==> src/hdl/adc_seq_defs.svh <==
// Register offsets, field positions, reset values and timing counts
// Assumes inclusion by bare name from the sequencer design files
`ifndef ADC_SEQ_DEFS_SVH
`define ADC_SEQ_DEFS_SVH

// ==========================================================
// Register bus geometry
`define ADC_ADDR_W 4
`define ADC_DATA_W 16

// ==========================================================
// Register offsets
`define OFS_MODE 4'h0
`define OFS_CHAN 4'h1
`define OFS_RESULT 4'h2
`define OFS_THR_MODE 4'h3
`define OFS_THR_VALUE 4'h4
`define OFS_STATUS 4'h5
`define OFS_CONV_TIME 4'h6

// ==========================================================
// Field positions
`define MODE_RUN_BIT 7
`define MODE_SPEED_MSB 5
`define MODE_SPEED_LSB 1
`define MODE_PWR_BIT 0
`define THR_EN_BIT 7
`define THR_SENSE_BIT 6
`define STAT_DONE_BIT 0
`define STAT_SUSPECT_BIT 1
`define STAT_BUSY_BIT 2
`define STAT_FIRST_BIT 3

// ==========================================================
// Reset values
`define MODE_RESET 7'h00
`define CHAN_RESET 2'h0
`define RESULT_RESET 10'h000
`define THR_MODE_RESET 2'h0
`define THR_VALUE_RESET 8'h00

// ==========================================================
// Timing: comparator warm-up before the first trustworthy result
`define CLK_MHZ 200
`define WARMUP_NS 1000
`define WARMUP_CYC ((`WARMUP_NS * `CLK_MHZ + 999) / 1000)
`define WARMUP_W 8

`endif

==> src/hdl/adc_seq_pkg.sv <==
// Types shared by the conversion sequencer and its approximation engine
// Assumes nothing beyond a SystemVerilog compiler
package adc_seq_pkg;

  // ==========================================================
  // Carriers
  typedef struct packed {
    logic run;
    logic [4:0] speed;
    logic power;
  } mode_cfg_t;

  typedef struct packed {
    logic enable;
    logic sense;
  } thr_cfg_t;

  typedef struct packed {
    logic [9:0] code;
    logic [11:0] interval;
  } conv_out_t;

  // ==========================================================
  // State enumerations
  typedef enum logic [0:0] {
    SEQ_IDLE,
    SEQ_RUN
  } seq_state_t;

  typedef enum logic [1:0] {
    SAR_IDLE,
    SAR_SAMPLE,
    SAR_SETTLE
  } sar_state_t;

endpackage

==> src/hdl/adc_conversion_sequencer.sv <==
// Digital control of a four-input 10-bit successive approximation converter
// Assumes a plain register port on mclk_in and an external analog front end
//
// What this block and the software driving it do
// (RULE1) Standby stops all conversion activity.
// (RULE2) Mode bit 7 run bit gates operation; clearing stops the converter.
// (RULE3) Result read colliding with result load returns old value; load follows.
// (RULE4) Mode or channel write at conversion end wins; no load, no interrupt.
// (RULE5) Rewriting channel select never clears the done flag.
// (RULE6) Old-channel conversion may finish just before the channel rewrite.
// (RULE7) Software clears the done flag before restarting stopped conversions.
// (RULE8) First result suspect if run set within 1 us of power, or unpowered.
// (RULE9) Software polls the end request and discards the first result.
// (RULE10) Mode or channel writes may leave the result undefined.
// (RULE11) Software reads the result before writing mode or channel.
// (RULE12) Conversion interval runs from sampling start to result, sampling included.
// (RULE13) Software avoids the shared digital port while converting.
// (RULE14) A 10-bit result is delivered for the selected one of four inputs.
// (RULE15) After each completion conversion restarts on the selected channel.
// (RULE16) Mode, channel or threshold writes abort and restart a conversion.
// (RULE17) Clearing the run bit mid-conversion stops at once, result undefined.
// (RULE18) Threshold mode compares upper 8 bits: at least (sense 0) or below (sense 1).
// (RULE19) Each end request sets a done flag held until software clears it.
// (RULE20) Reset returns registers to defaults with conversion stopped.
//
// Strobed register access and the register addresses were left to the implementer.
`include "adc_seq_defs.svh"
module adc_conversion_sequencer
  import adc_seq_pkg::*;
#(
  parameter int SAMPLE_CYCLES = 16,
  parameter int BIT_CYCLES = 4
) (
  input wire logic mclk_in,
  input wire logic resetn_in,
  input wire logic [`ADC_ADDR_W-1:0] addr_in,
  input wire logic [`ADC_DATA_W-1:0] wdata_in,
  input wire logic wr_in,
  input wire logic rd_in,
  input wire logic standby_in,
  input wire logic comp_in,
  output logic [`ADC_DATA_W-1:0] rdata_out,
  output logic [1:0] channel_out,
  output logic sample_out,
  output logic [9:0] dac_code_out,
  output logic comp_power_out,
  output logic conversion_end_irq_out
);

  // ==========================================================
  // Decode helpers
  function automatic logic hit(input logic [`ADC_ADDR_W-1:0] a,
                               input logic [`ADC_ADDR_W-1:0] ofs);
    hit = (a == ofs);
  endfunction

  function automatic logic thr_pass(input logic [9:0] code,
                                    input thr_cfg_t cfg,
                                    input logic [7:0] limit);
    if (!cfg.enable) begin
      thr_pass = 1'b1;
    end else if (!cfg.sense) begin
      thr_pass = (code[9:2] >= limit);
    end else begin
      thr_pass = (code[9:2] < limit);
    end
  endfunction

  // ==========================================================
  // Declarations
  mode_cfg_t converter_mode_reg, converter_mode_next;
  logic [1:0] channel_select_reg, channel_select_next;
  logic [9:0] conversion_result_reg, conversion_result_next;
  thr_cfg_t threshold_mode_reg, threshold_mode_next;
  logic [7:0] threshold_value_reg, threshold_value_next;
  logic [11:0] conv_time_reg, conv_time_next;
  logic conversion_done_flag_reg, conversion_done_flag_next;
  logic suspect_reg, suspect_next;
  logic first_pending_reg, first_pending_next;
  logic [`WARMUP_W-1:0] warm_reg, warm_next;
  seq_state_t seq_reg, seq_next;
  logic [`ADC_DATA_W-1:0] rdata_next;
  logic irq_next;
  logic comp_meta_reg, comp_sync_reg;
  logic start_pulse, abort_pulse;
  logic eng_sample, eng_done;
  logic [9:0] eng_code;
  conv_out_t eng_result;
  logic wr_mode, wr_chan, wr_thr_mode, wr_thr_value, wr_status;
  logic mode_chan_write, restart_write, active, warm_done, store;

  // ==========================================================
  // Comparator level crossing from the analog domain
  // Two flops guard against metastability; the engine
  // sees each decision two cycles late, so bit windows
  // need at least three cycles for a settled answer
  always_ff @(posedge mclk_in) begin
    if (!resetn_in) begin
      comp_meta_reg <= 1'b0;
      comp_sync_reg <= 1'b0;
    end else begin
      comp_meta_reg <= comp_in;
      comp_sync_reg <= comp_meta_reg;
    end
  end

  // ==========================================================
  // Write decode and run condition
  // Any write to a setup register counts as a restart,
  // even one that stores the value already held
  // Standby and a cleared run bit both drop the engine
  always_comb begin
    wr_mode = wr_in && hit(addr_in, `OFS_MODE);
    wr_chan = wr_in && hit(addr_in, `OFS_CHAN);
    wr_thr_mode = wr_in && hit(addr_in, `OFS_THR_MODE);
    wr_thr_value = wr_in && hit(addr_in, `OFS_THR_VALUE);
    wr_status = wr_in && hit(addr_in, `OFS_STATUS);
    mode_chan_write = wr_mode || wr_chan;
    restart_write = mode_chan_write || wr_thr_mode || wr_thr_value; // RULE16
    active = converter_mode_reg.run && !standby_in; // RULE1 RULE2
    warm_done = (warm_reg == `WARMUP_W'(`WARMUP_CYC));
  end

  // ==========================================================
  // Control registers written by software
  always_comb begin
    converter_mode_next = converter_mode_reg;
    channel_select_next = channel_select_reg;
    threshold_mode_next = threshold_mode_reg;
    threshold_value_next = threshold_value_reg;
    if (wr_mode) begin
      converter_mode_next.run = wdata_in[`MODE_RUN_BIT];
      converter_mode_next.speed = wdata_in[`MODE_SPEED_MSB:`MODE_SPEED_LSB];
      converter_mode_next.power = wdata_in[`MODE_PWR_BIT];
    end
    if (wr_chan) begin
      channel_select_next = wdata_in[1:0]; // RULE14
    end
    if (wr_thr_mode) begin
      threshold_mode_next.enable = wdata_in[`THR_EN_BIT];
      threshold_mode_next.sense = wdata_in[`THR_SENSE_BIT];
    end
    if (wr_thr_value) begin
      threshold_value_next = wdata_in[7:0];
    end
  end

  always_ff @(posedge mclk_in) begin
    if (!resetn_in) begin
      converter_mode_reg <= `MODE_RESET; // RULE20
      channel_select_reg <= `CHAN_RESET;
      threshold_mode_reg <= `THR_MODE_RESET;
      threshold_value_reg <= `THR_VALUE_RESET;
    end else begin
      converter_mode_reg <= converter_mode_next;
      channel_select_reg <= channel_select_next;
      threshold_mode_reg <= threshold_mode_next;
      threshold_value_reg <= threshold_value_next;
    end
  end

  // ==========================================================
  // Comparator warm-up timer and first-result tracking
  // The timer runs only while the comparator is powered
  // and saturates once the warm-up time has passed
  // Starting before then marks the next result suspect
  always_comb begin
    warm_next = warm_reg;
    first_pending_next = first_pending_reg;
    if (!converter_mode_reg.power) begin
      warm_next = '0;
    end else if (!warm_done) begin
      warm_next = warm_reg + `WARMUP_W'(1);
    end
    if (wr_mode && wdata_in[`MODE_RUN_BIT] && !converter_mode_reg.run) begin
      first_pending_next = 1'b1;
    end else if (store) begin
      first_pending_next = 1'b0;
    end
  end

  always_ff @(posedge mclk_in) begin
    if (!resetn_in) begin
      warm_reg <= '0;
      first_pending_reg <= 1'b0;
    end else begin
      warm_reg <= warm_next;
      first_pending_reg <= first_pending_next;
    end
  end

  // ==========================================================
  // Sequencer: start, abort and endless restart
  // An abort always passes through idle for at least one cycle,
  // so a restart begins cleanly with a fresh sample
  // The engine clears its trial code on its finishing edge;
  // the sequencer then idles one cycle before sampling again
  always_comb begin
    seq_next = seq_reg;
    start_pulse = 1'b0;
    abort_pulse = 1'b0;
    unique case (seq_reg)
      SEQ_IDLE: begin
        if (active && !restart_write) begin
          start_pulse = 1'b1;
          seq_next = SEQ_RUN;
        end
      end
      SEQ_RUN: begin
        if (!active) begin
          abort_pulse = 1'b1; // RULE17 RULE1
          seq_next = SEQ_IDLE;
        end else if (restart_write) begin
          abort_pulse = 1'b1; // RULE16 RULE10
          seq_next = SEQ_IDLE;
        end else if (eng_done) begin
          seq_next = SEQ_IDLE; // RULE15
        end
      end
    endcase
  end

  always_ff @(posedge mclk_in) begin
    if (!resetn_in) begin
      seq_reg <= SEQ_IDLE; // RULE20
    end else begin
      seq_reg <= seq_next;
    end
  end

  // ==========================================================
  // Result store, interrupt and status flags
  // A restarting write in the done cycle wins: the
  // finished code is dropped with no request raised
  // Setting the done flag wins over a same-cycle clear,
  // so software never loses an end of conversion
  always_comb begin
    store = eng_done && (seq_reg == SEQ_RUN) && active && !restart_write; // RULE4 RULE6
    conversion_result_next = conversion_result_reg;
    conv_time_next = conv_time_reg;
    suspect_next = suspect_reg;
    irq_next = 1'b0;
    if (store) begin
      conversion_result_next = eng_result.code; // RULE3 RULE14
      conv_time_next = eng_result.interval; // RULE12
      irq_next = thr_pass(eng_result.code, threshold_mode_reg, threshold_value_reg); // RULE18
    end
    if (wr_mode && wdata_in[`MODE_RUN_BIT] && !converter_mode_reg.run) begin
      suspect_next = !(converter_mode_reg.power && warm_done); // RULE8
    end else if (store && !first_pending_reg) begin
      suspect_next = 1'b0;
    end
    conversion_done_flag_next = conversion_done_flag_reg;
    if (wr_status && wdata_in[`STAT_DONE_BIT]) begin
      conversion_done_flag_next = 1'b0;
    end
    if (irq_next) begin
      conversion_done_flag_next = 1'b1; // RULE19 RULE5
    end
  end

  always_ff @(posedge mclk_in) begin
    if (!resetn_in) begin
      conversion_result_reg <= `RESULT_RESET; // RULE20
      conv_time_reg <= '0;
      suspect_reg <= 1'b0;
      conversion_done_flag_reg <= 1'b0;
      conversion_end_irq_out <= 1'b0;
    end else begin
      conversion_result_reg <= conversion_result_next;
      conv_time_reg <= conv_time_next;
      suspect_reg <= suspect_next;
      conversion_done_flag_reg <= conversion_done_flag_next;
      conversion_end_irq_out <= irq_next;
    end
  end

  // ==========================================================
  // Read port: data sampled before any same-cycle result load
  // The old result goes out while the new one is loaded
  // on the same edge; the reader sees it a cycle later
  always_comb begin
    rdata_next = '0;
    if (rd_in) begin
      unique case (addr_in)
        `OFS_MODE: begin
          rdata_next[`MODE_RUN_BIT] = converter_mode_reg.run;
          rdata_next[`MODE_SPEED_MSB:`MODE_SPEED_LSB] = converter_mode_reg.speed;
          rdata_next[`MODE_PWR_BIT] = converter_mode_reg.power;
        end
        `OFS_CHAN: rdata_next[1:0] = channel_select_reg;
        `OFS_RESULT: rdata_next[9:0] = conversion_result_reg; // RULE3
        `OFS_THR_MODE: begin
          rdata_next[`THR_EN_BIT] = threshold_mode_reg.enable;
          rdata_next[`THR_SENSE_BIT] = threshold_mode_reg.sense;
        end
        `OFS_THR_VALUE: rdata_next[7:0] = threshold_value_reg;
        `OFS_STATUS: begin
          rdata_next[`STAT_DONE_BIT] = conversion_done_flag_reg;
          rdata_next[`STAT_SUSPECT_BIT] = suspect_reg;
          rdata_next[`STAT_BUSY_BIT] = (seq_reg == SEQ_RUN);
          rdata_next[`STAT_FIRST_BIT] = first_pending_reg;
        end
        `OFS_CONV_TIME: rdata_next[11:0] = conv_time_reg;
        default: rdata_next = '0;
      endcase
    end
  end

  always_ff @(posedge mclk_in) begin
    if (!resetn_in) begin
      rdata_out <= '0;
      channel_out <= `CHAN_RESET;
      comp_power_out <= 1'b0;
    end else begin
      rdata_out <= rdata_next;
      channel_out <= channel_select_next;
      comp_power_out <= converter_mode_next.power;
    end
  end

  // ==========================================================
  // Approximation engine
  // Fed with the synchronised comparator level only
  sar_engine #(
    .SAMPLE_CYCLES(SAMPLE_CYCLES),
    .BIT_CYCLES(BIT_CYCLES)
  ) i_sar_engine (
    .mclk_in(mclk_in),
    .resetn_in(resetn_in),
    .start_in(start_pulse),
    .abort_in(abort_pulse),
    .comp_in(comp_sync_reg),
    .sample_out(eng_sample),
    .dac_code_out(eng_code),
    .done_out(eng_done),
    .result_out(eng_result)
  );

  // Engine outputs are already flip-flops
  // and pass to the pins without further logic
  always_comb begin
    sample_out = eng_sample;
    dac_code_out = eng_code;
  end

endmodule

==> src/hdl/sar_engine.sv <==
// Successive approximation engine: sample, then ten trial bits MSB first
// Assumes a synchronised comparator level that is high when input >= trial level
`include "adc_seq_defs.svh"
module sar_engine
  import adc_seq_pkg::*;
#(
  parameter int SAMPLE_CYCLES = 16,
  parameter int BIT_CYCLES = 4
) (
  input wire logic mclk_in,
  input wire logic resetn_in,
  input wire logic start_in,
  input wire logic abort_in,
  input wire logic comp_in,
  output logic sample_out,
  output logic [9:0] dac_code_out,
  output logic done_out,
  output conv_out_t result_out
);

  localparam logic [7:0] SAMPLE_LAST = 8'(SAMPLE_CYCLES - 1);
  localparam logic [7:0] BIT_LAST = 8'(BIT_CYCLES - 1);

  sar_state_t state_reg, state_next;
  logic [7:0] cnt_reg, cnt_next;
  logic [3:0] bit_reg, bit_next;
  logic [11:0] elapsed_reg, elapsed_next;
  logic sample_next, done_next;
  logic [9:0] code_next;
  conv_out_t result_next;

  // ==========================================================
  // Next state: interval counted from first sampling cycle to result
  always_comb begin
    state_next = state_reg;
    cnt_next = cnt_reg;
    bit_next = bit_reg;
    elapsed_next = elapsed_reg;
    sample_next = sample_out;
    code_next = dac_code_out;
    done_next = 1'b0;
    result_next = result_out;
    if (abort_in) begin
      state_next = SAR_IDLE;
      sample_next = 1'b0;
      code_next = 10'h000;
    end else begin
      unique case (state_reg)
        SAR_IDLE: begin
          if (start_in) begin
            state_next = SAR_SAMPLE;
            cnt_next = SAMPLE_LAST;
            sample_next = 1'b1;
            code_next = 10'h000;
            elapsed_next = 12'h000; // RULE12
          end
        end
        SAR_SAMPLE: begin
          elapsed_next = elapsed_reg + 12'h001; // RULE12
          if (cnt_reg == 8'h00) begin
            state_next = SAR_SETTLE;
            sample_next = 1'b0;
            bit_next = 4'h9;
            code_next = 10'h200;
            cnt_next = BIT_LAST;
          end else begin
            cnt_next = cnt_reg - 8'h01;
          end
        end
        SAR_SETTLE: begin
          elapsed_next = elapsed_reg + 12'h001;
          if (cnt_reg == 8'h00) begin
            code_next[bit_reg] = comp_in; // Keep trial bit when input is at or above it
            if (bit_reg == 4'h0) begin
              state_next = SAR_IDLE;
              done_next = 1'b1;
              result_next.code = code_next;
              result_next.interval = elapsed_next; // RULE12
              code_next = 10'h000;
            end else begin
              bit_next = bit_reg - 4'h1;
              code_next[bit_reg - 4'h1] = 1'b1;
              cnt_next = BIT_LAST;
            end
          end else begin
            cnt_next = cnt_reg - 8'h01;
          end
        end
        default: state_next = SAR_IDLE;
      endcase
    end
  end

  // ==========================================================
  // Registers
  always_ff @(posedge mclk_in) begin
    if (!resetn_in) begin
      state_reg <= SAR_IDLE;
      cnt_reg <= 8'h00;
      bit_reg <= 4'h0;
      elapsed_reg <= 12'h000;
      sample_out <= 1'b0;
      dac_code_out <= 10'h000;
      done_out <= 1'b0;
      result_out <= '0;
    end else begin
      state_reg <= state_next;
      cnt_reg <= cnt_next;
      bit_reg <= bit_next;
      elapsed_reg <= elapsed_next;
      sample_out <= sample_next;
      dac_code_out <= code_next;
      done_out <= done_next;
      result_out <= result_next;
    end
  end

endmodule

==> config.mk <==
export PLATFORM = sky130hd
export DESIGN_NAME = adc_conversion_sequencer
export DESIGN_NICKNAME = d
export VERILOG_FILES = /design/src/hdl/adc_seq_pkg.sv /design/src/hdl/adc_conversion_sequencer.sv /design/src/hdl/sar_engine.sv
export VERILOG_INCLUDE_DIRS = /design/src /design/src/hdl
export SDC_FILE = /design/constraint.sdc
export NUM_CORES = 1
export LEC_CHECK = 0
export ABC_AREA = 1
export BUFFER_PORTS_ARGS = -buffer_cell sky130_fd_sc_hd__buf_2
export CORE_MARGIN = 1
export CORE_UTILIZATION = 55
export CTS_BUF_LIST = sky130_fd_sc_hd__clkbuf_4 sky130_fd_sc_hd__clkbuf_8 sky130_fd_sc_hd__clkbuf_16
export DETAILED_ROUTE_END_ITERATION = 6
export PLACE_DENSITY_LB_ADDON = 0.2
export RECOVER_POWER = 25
export SKIP_CTS_REPAIR_TIMING = 1
export SYNTH_ARGS = -nofsm -noshare
export SYNTH_HDL_FRONTEND = slang
export SYNTH_HIERARCHICAL = 1
export SYNTH_SLANG_ARGS = --single-unit
==> constraint.sdc <==
create_clock -name mclk_in -period 2 [get_ports mclk_in]
set_input_delay 0 -clock mclk_in [delete_from_list [all_inputs] [get_ports mclk_in]]
set_output_delay 0 -clock mclk_in [all_outputs]
set_load 0.02 [all_outputs]
==> summary.txt, run 1 <==
Setup path
  • R2r setup slk: 0.17 ns
  • Crit path max-delay cell type: dlygate4sd3_1
  • Critical Path AT: 2.31 ns
  • R2r worst-path depth: 9
  • Capture point of the worst reg-to-reg path: i_sar_engine/dac_code_out[3]
  • CP cell instances: dlygate4sd3_1 > buf_2 > nor2_2 > inv_2 > nor2_4 > nand2_4 > nand3_2 > nor2_1 > or2_2 > nand3_2 > inv_2 > nand2_1 > o21ai_2 > nor3b_1
  • CP peak stage delay: 0.53 ns
  • Worst Path Max Fanout: 6
  • Req. time, crit path: 2.44 ns
  • Crit Reg-Reg Startpoint: i_sar_engine/bit_reg[1]
  • CP top delay family: simple AND/OR/NAND/NOR gates
  • CP Class: in -> reg
  • Worst Path Buf+Inv: 4
  • Crit. End Element: flop
  • CP Launch Type: primary input

STA
  • Worst slew pin tran: 0.816 ns
  • Slew HR: 45.6%
  • Finish-stage setup viols: 0
  • Minimum clock period: 1.87 ns
  • RSZ-0062 raised after global routing: false
  • Hold WS: 0.133 ns
  • Fin Clk Skew: 0.00834 ns
  • Max-slew violations: 0
  • Max Clk Rate: 535 MHz
  • Setup TNS: 0 ns
  • Final Cycle Share: 93.5%
  • Final Hold Vio Count: 0

Layout
  • Register name with the most flops: i_sar_engine/result_out
  • FILL cells: 866
  • Max FFs per register: 22
  • Most frequent cells in the layout: dfxtp_1 (128), nand2_1 (113), inv_1 (102)
  • Share of cells above drive strength 1: 12.2%
  • Area grow syn2layout: 18.0%
  • Commonest non-fill, non-tap cell in the layout: dfxtp_1
  • Ant diodes: 0
  • Final net count: 900
  • Post-Layout Cell Count: 1000

Die
  • Site Rows: 37
  • Die width: 106 µm
  • I/O pin count: 57
  • Initial Util: 57.3%
  • Die area: 11300 µm²
  • Core region area: 10500 µm²
  • Die Span Y: 106 µm

Routing
  • DR pass1 iterations: 5
  • DRT iter0 DRCs: 333
  • Max layer used: met4
  • Detail Route met3 WL: 604 µm
  • DRC: 0
  • Post-Route WL: 13800 µm
  • Antenna Violating Nets Remaining: 0
  • Metal2 WL: 6390 µm
  • WL met1: 6350 µm
  • Via count: 5336
  • Drt wl/cell: 13.8 µm
  • Vias per Instance: 5.34

Global route
  • Total gr overflow: 0
  • Tot GR Track Use: 25.2%
  • First-pass GRT wire length: 22500 µm
  • Vias in the first global route: 4896
  • Largest net degree at the start of global routing: 40
  • Initial antenna violation count: 0

Clock network
  • CTS sink count: 128
  • Reg clk slew, reported paths: 0.06 ns
  • Clk root buf: clkbuf_8
  • CTS tree: done
  • Max H-tree Level: 4
  • Total CTS buffers: 17
  • Clock Latency Late Sink: 0.52 ns
  • Clk buf depth: 2

Synthesis
  • Synth Area per Inst: 7.69 µm²
  • Syn. warnings: 6
  • Post-synth top area share: 42.7%
  • FFs w/ async S/R, synth: 0%
  • Netlist Area Pre-Place: 5990 µm²
  • Cells after Synth: 780
  • Synth area leaders: dfxtp_1 (43%), a21oi_1 (8.4%), nand2_1 (7.1%), inv_1 (6.4%), o21ai_0 (6.0%)
  • Cell taking the most area after synthesis: dfxtp_1
  • Seq/Total Area, Yosys: 42.7%
  • Post-synth EDFFs: 0
  • Post-synth top flop: dfxtp_1
  • #FFs+latches synth: 128
  • Distinct cells, synth: 48

Hold path
  • Worst Hold End: seq_reg
  • Min-delay src: addr_in[3]
  • Hold Path Depth: 5
  • Hold crit path type: in -> reg

Place
  • Post-DP HPWL: 9570 µm
  • Gp weighted congestion: 0.930
  • Buffers on Ports: 44
  • DP Cell Count: 949

Job
  • Max_cap viols: 0

Power
  • Power Density: 1160 nW/µm²
  • VDD IR max: 837 µV
  • Static leakage: 2.79 nW
  • Total power: 0.00822 W

Status
  • Status: finished, final reports clean
-- worst max path at each step --
stage / from / to / slack, ns / cells past startpoint
floorplan: converter_mode_reg[6] / i_sar_engine/elapsed_reg[5] / 0.30 / 11
global placement: converter_mode_reg[6] / i_sar_engine/cnt_reg[6] / 0.16 / 11
detailed placement: converter_mode_reg[6] / i_sar_engine/cnt_reg[6] / 0.05 / 11
CTS: converter_mode_reg[6] / i_sar_engine/cnt_reg[6] / 0.03 / 11
global route: addr_in[1] / i_sar_engine/cnt_reg[7] / 0.003 / 14
finish: addr_in[1] / i_sar_engine/cnt_reg[5] / 0.13 / 14
-- cell usage after synthesis, types with 4 or more instances --
library cell  number
dfxtp_1          128
nand2_1          113
inv_1            102
a21oi_1          101
o21ai_0           72
nor2_1            60
nand3_1           36
ha_1              23
nor3_1            13
o22ai_1           11
clkbuf_1           9
buf_2              8
xor2_1             8
a21oi_2            7
buf_4              6
o21a_1             6
nand2_2            5
nor3b_1            5
o21ai_2            5
nor2_4             4
xnor2_1            4
-- metrics by stage --
step | util [%] | worst slack [ns] | instance area [µm²]
2_1_floorplan | - | 0.297 | 6010
3_5_place_dp | 60.6 | 0.0503 | 6340
4_1_cts | 66.0 | 0.0336 | 6910
6_report | 67.6 | 0.130 | 7070
5_1_grt | 67.6 | 0.00262 | 7070
3_3_place_gp | 60.6 | 0.156 | 6340
-- power breakdown --
part	switching, W	internal (W)	total (W)
clock network	0.00123	0.00169	0.00292
registers	0.000204	0.00279	0.00300
logic	0.00151	0.000801	0.00231
-- logic make-up after synthesis --
kind of cell | share of synthesized area (%)
compound gates | 20.4
buf+inv | 9.77
fa+ha+maj | 4.80
other cells | 0.0626
xor+xnor | 1.75
flops | 42.7
simple gates | 20.5
-- final cells by class --
type                            count  area [µm²]  area share [%]
Timing Repair Buffer               77         495            7.01
Clock inverter                     15         150            2.12
Multi-Input combinational cell    520        2880            40.7
Tap cell                          136         170            2.41
Sequential cell                   128        2560            36.2
Inverter                          107         403            5.70
Clock buffer                       17         414            5.86
-- worst min-delay path, cell delays in order --
cell and delay (ns):
buf_2 0.11, nor2_4 0.06, nand3_1 0.13, nand3_2 0.15
nor3_1 0.15
-- layer usage --
metal / vias to the layer above / global-route usage (%)
li1: 2711 / -
met1: 2448 / 31.1
met2: 147 / 40.6
met3: 30 / 6.50
met4: 0 / 12.3
met5: - / 0
(Power assumes the default switching activity.)
==> inputs of run 2 (changes only) <==
- CTS_CLUSTER_DIAMETER: not set -> 100
- RECOVER_POWER: 25 -> 100
- SYNTH_HIERARCHICAL: 1 -> not set
==> summary.txt, run 2 <==
Status
  • Status: finished, final reports clean (unchanged)

Synthesis
  • Post-synth EDFFs: 0 (unchanged)
  • Netlist Area Pre-Place: 6230 µm² (was 5990 µm²)
  • Most common cell in the netlist: nand2_1 (was dfxtp_1)
  • Seq/Total Area, Yosys: 41.2% (was 42.7%)
  • Syn. warnings: 0 (was 6)
  • Synth area leaders: dfxtp_1 (41%), nand2_1 (8.7%), a21oi_1 (7.2%), inv_1 (6.9%), nor2_1 (6.8%) (was dfxtp_1 (43%), a21oi_1 (8.4%), nand2_1 (7.1%), inv_1 (6.4%), o21ai_0 (6.0%))
  • Post-synth top flop: dfxtp_1 (unchanged)
  • Distinct cells, synth: 41 (was 48)
  • Top cells by count, synth: nand2_1 (145), dfxtp_1 (128), inv_1 (114) (was dfxtp_1 (128), nand2_1 (113), inv_1 (102))
  • Post-synth top area share: 41.2% (was 42.7%)
  • Cell taking the most area after synthesis: dfxtp_1 (unchanged)
  • Synth Area per Inst: 7.20 µm² (was 7.69 µm²)
  • Cells after Synth: 865 (was 780)
  • FFs w/ async S/R, synth: 0% (unchanged)
  • #FFs+latches synth: 128 (unchanged)

Routing
  • Drt wl/cell: 13.9 µm (was 13.8 µm)
  • Antenna Violating Nets Remaining: 0 (unchanged)
  • Vias per Instance: 5.35 (was 5.34)
  • Via count: 5758 (was 5336)
  • DRC: 0 (unchanged)
  • Post-Route WL: 15000 µm (was 13800 µm)
  • DRT iter0 DRCs: 390 (was 333)
  • DR pass1 iterations: 7 (was 5)

Die
  • Site Rows: 38 (was 37)
  • Die Span Y: 108 µm (was 106 µm)
  • Die area: 11700 µm² (was 11300 µm²)
  • Core region area: 10900 µm² (was 10500 µm²)
  • Die width: 108 µm (was 106 µm)
  • Initial Util: 56.9% (was 57.3%)
  • I/O pin count: 57 (unchanged)

Place
  • Gp weighted congestion: 0.916 (was 0.930)
  • Post-DP HPWL: 10600 µm (was 9570 µm)
  • DP Cell Count: 1032 (was 949)
  • Buffers on Ports: 44 (unchanged)

Clock network
  • CTS sink count: 128 (unchanged)
  • Clock Latency Late Sink: 0.42 ns (was 0.52 ns)
  • Clk buf depth: 2 (unchanged)
  • CTS tree: done (unchanged)
  • Total CTS buffers: 17 (unchanged)
  • Reg clk slew, reported paths: 0.06 ns (about the same)
  • Clk root buf: clkbuf_16 (was clkbuf_8)
  • Max H-tree Level: 4 (unchanged)

Global route
  • First-pass GRT wire length: 24100 µm (was 22500 µm)
  • Vias in the first global route: 5258 (was 4896)
  • Largest net degree at the start of global routing: 36 (was 40)
  • Total gr overflow: 0 (unchanged)
  • Tot GR Track Use: 26.7% (was 25.2%)
  • Initial antenna violation count: 0 (unchanged)

Setup path
  • Worst Path Buf+Inv: 3 (was 4)
  • CP cell instances: inv_2 > ha_1 > nand2_1 > nor2_1 > nand2_1 > inv_1 > nand2_2 > nor2_1 > buf_4 > nand2_1 > o211a_1 (was dlygate4sd3_1 > buf_2 > nor2_2 > inv_2 > nor2_4 > nand2_4 > nand3_2 > nor2_1 > or2_2 > nand3_2 > inv_2 > nand2_1 > o21ai_2 > nor3b_1)
  • CP top delay family: simple AND/OR/NAND/NOR gates (unchanged)
  • Req. time, crit path: 2.31 ns (was 2.44 ns)
  • Crit path to: i_sar_engine.result_out[12] (was i_sar_engine/cnt_reg[5])
  • CP Class: reg -> reg (was in -> reg)
  • Critical Path AT: 2.15 ns (was 2.31 ns)
  • Crit Reg-Reg Startpoint: i_sar_engine.bit_reg[0] (was i_sar_engine/bit_reg[1])
  • Worst Path Max Fanout: 7 (was 6)
  • Beginning of the critical path: i_sar_engine.bit_reg[0] (was addr_in[1])
  • R2r setup slk: 0.16 ns (was 0.17 ns)
  • CP Launch Type: flop (was primary input)
  • Capture point of the worst reg-to-reg path: i_sar_engine.result_out[12] (was i_sar_engine/dac_code_out[3])
  • CP peak stage delay: 0.36 ns (was 0.53 ns)
  • CP Depth: 11 (was 14)
  • R2r worst-path depth: 11 (was 9)
  • Crit path max-delay cell type: dfxtp_1 (was dlygate4sd3_1)
  • Crit. End Element: flop (unchanged)
  • Most frequent CP cell: nand2_1

Hold path
  • Hold crit path type: in -> reg (unchanged)

Layout
  • Max FFs per register: 22 (unchanged)
  • Share of cells above drive strength 1: 8.87% (was 12.2%)
  • Area grow syn2layout: 15.6% (was 18.0%)
  • Ant diodes: 0 (unchanged)
  • Final net count: 973 (was 900)
  • Register name with the most flops: i_sar_engine.result_out (was i_sar_engine/result_out)
  • Post-Layout Cell Count: 1076 (was 1000)
  • Commonest non-fill, non-tap cell in the layout: nand2_1 (was dfxtp_1)
  • Most frequent cells in the layout: nand2_1 (145), dfxtp_1 (128), nor2_1 (113) (was dfxtp_1 (128), nand2_1 (113), inv_1 (102))

STA
  • Final Cycle Share: 91.9% (was 93.5%)
  • Worst slew pin tran: 0.543 ns (was 0.816 ns)
  • Setup TNS: 0 ns (unchanged)
  • Minimum clock period: 1.84 ns (was 1.87 ns)
  • Max Clk Rate: 544 MHz (was 535 MHz)
  • Slew HR: 63.8% (was 45.6%)
  • Max-slew violations: 0 (unchanged)
  • RSZ-0062 raised after global routing: false (unchanged)
  • Final Hold Vio Count: 0 (unchanged)
  • Finish-stage setup viols: 0 (unchanged)
  • Fin Clk Skew: 0.00631 ns (was 0.00834 ns)

Job
  • Max_cap viols: 0 (unchanged)

Power
  • Static leakage: 3.04 nW (was 2.79 nW)
  • VDD IR max: 934 µV (was 837 µV)
  • Power Density: 1190 nW/µm² (was 1160 nW/µm²)
[run 2: cell count changes in the layout (fill, tap and decap cells not counted), sizes merged, moves of 4 or more]
cell,change
nor3b,-4
nand3,+19
nand2,+30
nand4,+10
nor3,-10
o21a,-6
dlygate4sd3,-6
nor2,+51
a21oi,-18
clkbuf,+4
inv,+4
[run 2: layout make-up]
cell class / instances / area [µm²]
fill: 967 / 3740
timing repair buffer: 70 / 403
inverter: 116 / 448
clock buffer: 20 / 460
multi-input combinational: 590 / 3020
clock inverter: 12 / 133
sequential: 128 / 2560
tap: 140 / 175
[run 2: worst min-delay path by stage]
stage                           from                     to  slack (ns)  cells past startpoint
after floorplan              comp_in          comp_meta_reg         0.1                      2
after global placement       comp_in          comp_meta_reg        0.19                      3
after detailed placement     comp_in          comp_meta_reg        0.20                      3
after CTS                    comp_in          comp_meta_reg       -0.23                      3
after global routing      addr_in[1]  threshold_mode_reg[0]       0.003                      3
final                     addr_in[2]         channel_out[1]      0.0004                      5
[run 2: power breakdown]
part	total, W	internal (W)	switching [W]
logic	0.00246	0.000807	0.00165
registers	0.00305	0.00283	0.000223
clock network	0.00307	0.00192	0.00116
total	0.00859	0.00555	0.00303
[run 2: logic make-up (layout without fill, tap and decap cells)]
group	after synthesis	count (layout)	share of synthesized area, %
other cells	1	4	0.0602
xor+xnor	11	11	1.55
fa+ha+maj	24	24	4.82
compound gates	201	201	17.4
simple gates	350	350	24.6
flops	128	128	41.2
buf+inv	150	218	10.4
[run 2: worst reg2reg max path: stages (launching register included)]
cell and delay [ns]:
dfxtp_1 0.36, inv_2 0.12, ha_1 0.21, nand2_1 0.08
nor2_1 0.13, nand2_1 0.13, inv_1 0.09, nand2_2 0.12
nor2_1 0.15, buf_4 0.16, nand2_1 0.07, o211a_1 0.12
[run 2: through the flow]
step           setup WS [ns]  utilization (%)  area [µm²]  hold slack, ns  power [W]
2_1_floorplan          0.310                -        6240          0.0976    0.00501
3_3_place_gp           0.141             59.7        6530           0.192    0.00545
3_5_place_dp          0.0493             59.7        6530           0.202    0.00552
4_1_cts               0.0257             65.1        7120          -0.234    0.00862
5_1_grt               0.0122             65.8        7200         0.00332    0.00914
6_report               0.163             65.8        7200        0.000374    0.00859
[run 2: metal layers]
metal	wire [µm]	vias up	part of all wire, %	track usage, %
met5	0	-	0	0
met4	452	0	3.0	12.7
met3	768	36	5.1	6.93
met2	7150	177	48	44.3
met1	6590	2612	44	32.1
li1	-	2933	-	-
==> inputs of run 3 (changes only) <==
- PLACE_DENSITY_LB_ADDON: 0.2 -> 0.25
==> summary.txt, run 3 (same netlist as run 2, synthesis figures left out) <==
Die
  • Die area: 11700 µm² (unchanged)
  • Core region area: 10900 µm² (unchanged)
  • Site Rows: 38 (unchanged)
  • Die Span Y: 108 µm (unchanged)
  • Initial Util: 56.9% (unchanged)
  • Die width: 108 µm (unchanged)
  • I/O pin count: 57 (unchanged)

STA
  • Setup TNS: 0 ns (unchanged)
  • Finish-stage setup viols: 0 (unchanged)
  • Worst slew pin tran: 1.04 ns (was 0.543 ns)
  • Hold WS: -0.0252 ns (was 0.000374 ns)
  • Final Hold Vio Count: 1 (was 0)
  • Slew HR: 30.7% (was 63.8%)
  • RSZ-0062 raised after global routing: false (unchanged)
  • Max Clk Rate: 544 MHz (about the same)
  • Fin Clk Skew: 0.00548 ns (was 0.00631 ns)
  • Final WS setup: 0.163 ns (about the same)
  • Max-slew violations: 0 (unchanged)
  • Final Cycle Share: 91.8% (was 91.9%)
  • Minimum clock period: 1.84 ns (about the same)

Layout
  • Commonest non-fill, non-tap cell in the layout: nand2_1 (unchanged)
  • Final net count: 973 (unchanged)
  • Register name with the most flops: i_sar_engine.result_out (unchanged)
  • Ant diodes: 0 (unchanged)
  • Design area: 7190 µm² (was 7200 µm²)
  • Area grow syn2layout: 15.5% (was 15.6%)
  • Max FFs per register: 22 (unchanged)
  • Share of cells above drive strength 1: 8.76% (was 8.87%)
  • Most frequent cells in the layout: nand2_1 (145), dfxtp_1 (127), inv_1 (113), nor2_1 (113), a21oi_1 (89) (was nand2_1 (145), dfxtp_1 (128), nor2_1 (113))

Routing
  • Post-Route WL: 14300 µm (was 15000 µm)
  • DRT iter0 DRCs: 341 (was 390)
  • Drt wl/cell: 13.3 µm (was 13.9 µm)
  • Vias per Instance: 5.28 (was 5.35)
  • Via count: 5682 (was 5758)
  • Antenna Violating Nets Remaining: 0 (unchanged)
  • DRC: 0 (unchanged)
  • DR pass1 iterations: 5 (was 7)

Setup path
  • Crit. End Element: flop (unchanged)
  • CP Class: in -> reg (was reg -> reg)
  • Worst Path Max Fanout: 47 (was 7)
  • Req. time, crit path: 2.27 ns (was 2.31 ns)
  • Critical Path AT: 2.11 ns (was 2.15 ns)
  • CP Launch Type: primary input (was flop)

Global route
  • Initial antenna violation count: 0 (unchanged)
  • Tot GR Track Use: 25.7% (was 26.7%)
  • Vias in the first global route: 5065 (was 5258)
  • Total gr overflow: 0 (unchanged)
  • Largest net degree at the start of global routing: 48 (was 36)
  • First-pass GRT wire length: 23500 µm (was 24100 µm)

Place
  • Buffers on Ports: 44 (unchanged)
  • Post-DP HPWL: 10000 µm (was 10600 µm)
  • Setup WS pre-CTS: 0.0872 ns (was 0.0493 ns)
  • Gp weighted congestion: 0.889 (was 0.916)
  • Post-DP Area: 6550 µm² (was 6530 µm²)

Clock network
  • Clk root buf: clkbuf_16 (unchanged)
  • Total CTS buffers: 17 (unchanged)
  • Max H-tree Level: 4 (unchanged)
  • CTS tree: done (unchanged)
  • Clk buf depth: 2 (unchanged)
  • CTS sink count: 128 (unchanged)
  • Clock Latency Late Sink: 0.43 ns (was 0.42 ns)
  • Reg clk slew, reported paths: 0.06 ns (about the same)

Power
  • Power Density: 1190 nW/µm² (about the same)
  • VDD IR max: 706 µV (was 934 µV)
  • Static leakage: 3.03 nW (was 3.04 nW)

Status
  • Violated checks: negative hold slack
  • Status: finished, violations left (was finished, final reports clean)

Hold path
  • Hold crit path type: in -> reg (unchanged)

Job
  • Max_cap viols: 0 (unchanged)
-- run 3: changes by cell type in the layout (fill, tap and decap cells not counted), moves of 2 or more --
cell and delta:
o21ai_0 -2, clkinv_2 -2, clkinv_4 +3, clkbuf_8 -2, clkbuf_1 +3, buf_2 -3, o21ai_1 +2
-- run 3: per-stage QoR --
| step | utilization (%) | power, W | cells |
|---|---|---|---|
| after floorplan | - | 0.00501 | 868 |
| after global placement | 59.9 | 0.00548 | 1033 |
| after detailed placement | 59.9 | 0.00550 | 1033 |
| after CTS | 65.3 | 0.00857 | 1065 |
| after global routing | 65.7 | 0.00912 | 1076 |
| final | 65.7 | 0.00858 | 1076 |
-- run 3: routing by layer --
| metal | GRT usage, % | wire length, µm |
|---|---|---|
| met1 | 33.4 | 6760 |
| met2 | 41.4 | 6490 |
| met3 | 5.24 | 794 |
| met4 | 11.1 | 294 |
| met5 | 0 | 0 |
-- run 3: cell type report --
cell class / count / area [µm²]
Inverter: 116 / 443
Multi-Input combinational cell: 590 / 3020
Clock inverter: 14 / 158
Fill cell: 987 / 3750
Timing Repair Buffer: 70 / 397
Clock buffer: 18 / 433
Sequential cell: 128 / 2560
Tap cell: 140 / 175
-- run 3: worst paths after layout --
check	to	slack (ns)	startpoint	cells past startpoint
max	suspect_reg	0.16	addr_in[1]	8
min	channel_out[1]	-0.03	wr_in	4
max reg2reg	i_sar_engine.result_out[18]	0.17	i_sar_engine.bit_reg[1]	10
min reg2reg	comp_sync_reg	0.41	comp_meta_reg	2
-- run 3: critical path: stages --
cell,delay (ns)
clkbuf_1,0.18
nor2_1,0.14
nand3_1,0.24
clkbuf_1,0.65
nand4_1,0.15
clkbuf_4,0.38
o211ai_1,0.26
a21oi_1,0.09
-- run 3: power by group --
group / total (W) / internal, W / leakage (nW) / switching [W]
clock network: 0.00307 / 0.00186 / 0.281 / 0.00121
logic: 0.00245 / 0.000820 / 1.71 / 0.00163
registers: 0.00305 / 0.00283 / 1.04 / 0.000221
total: 0.00858 / 0.00551 / 3.03 / 0.00306
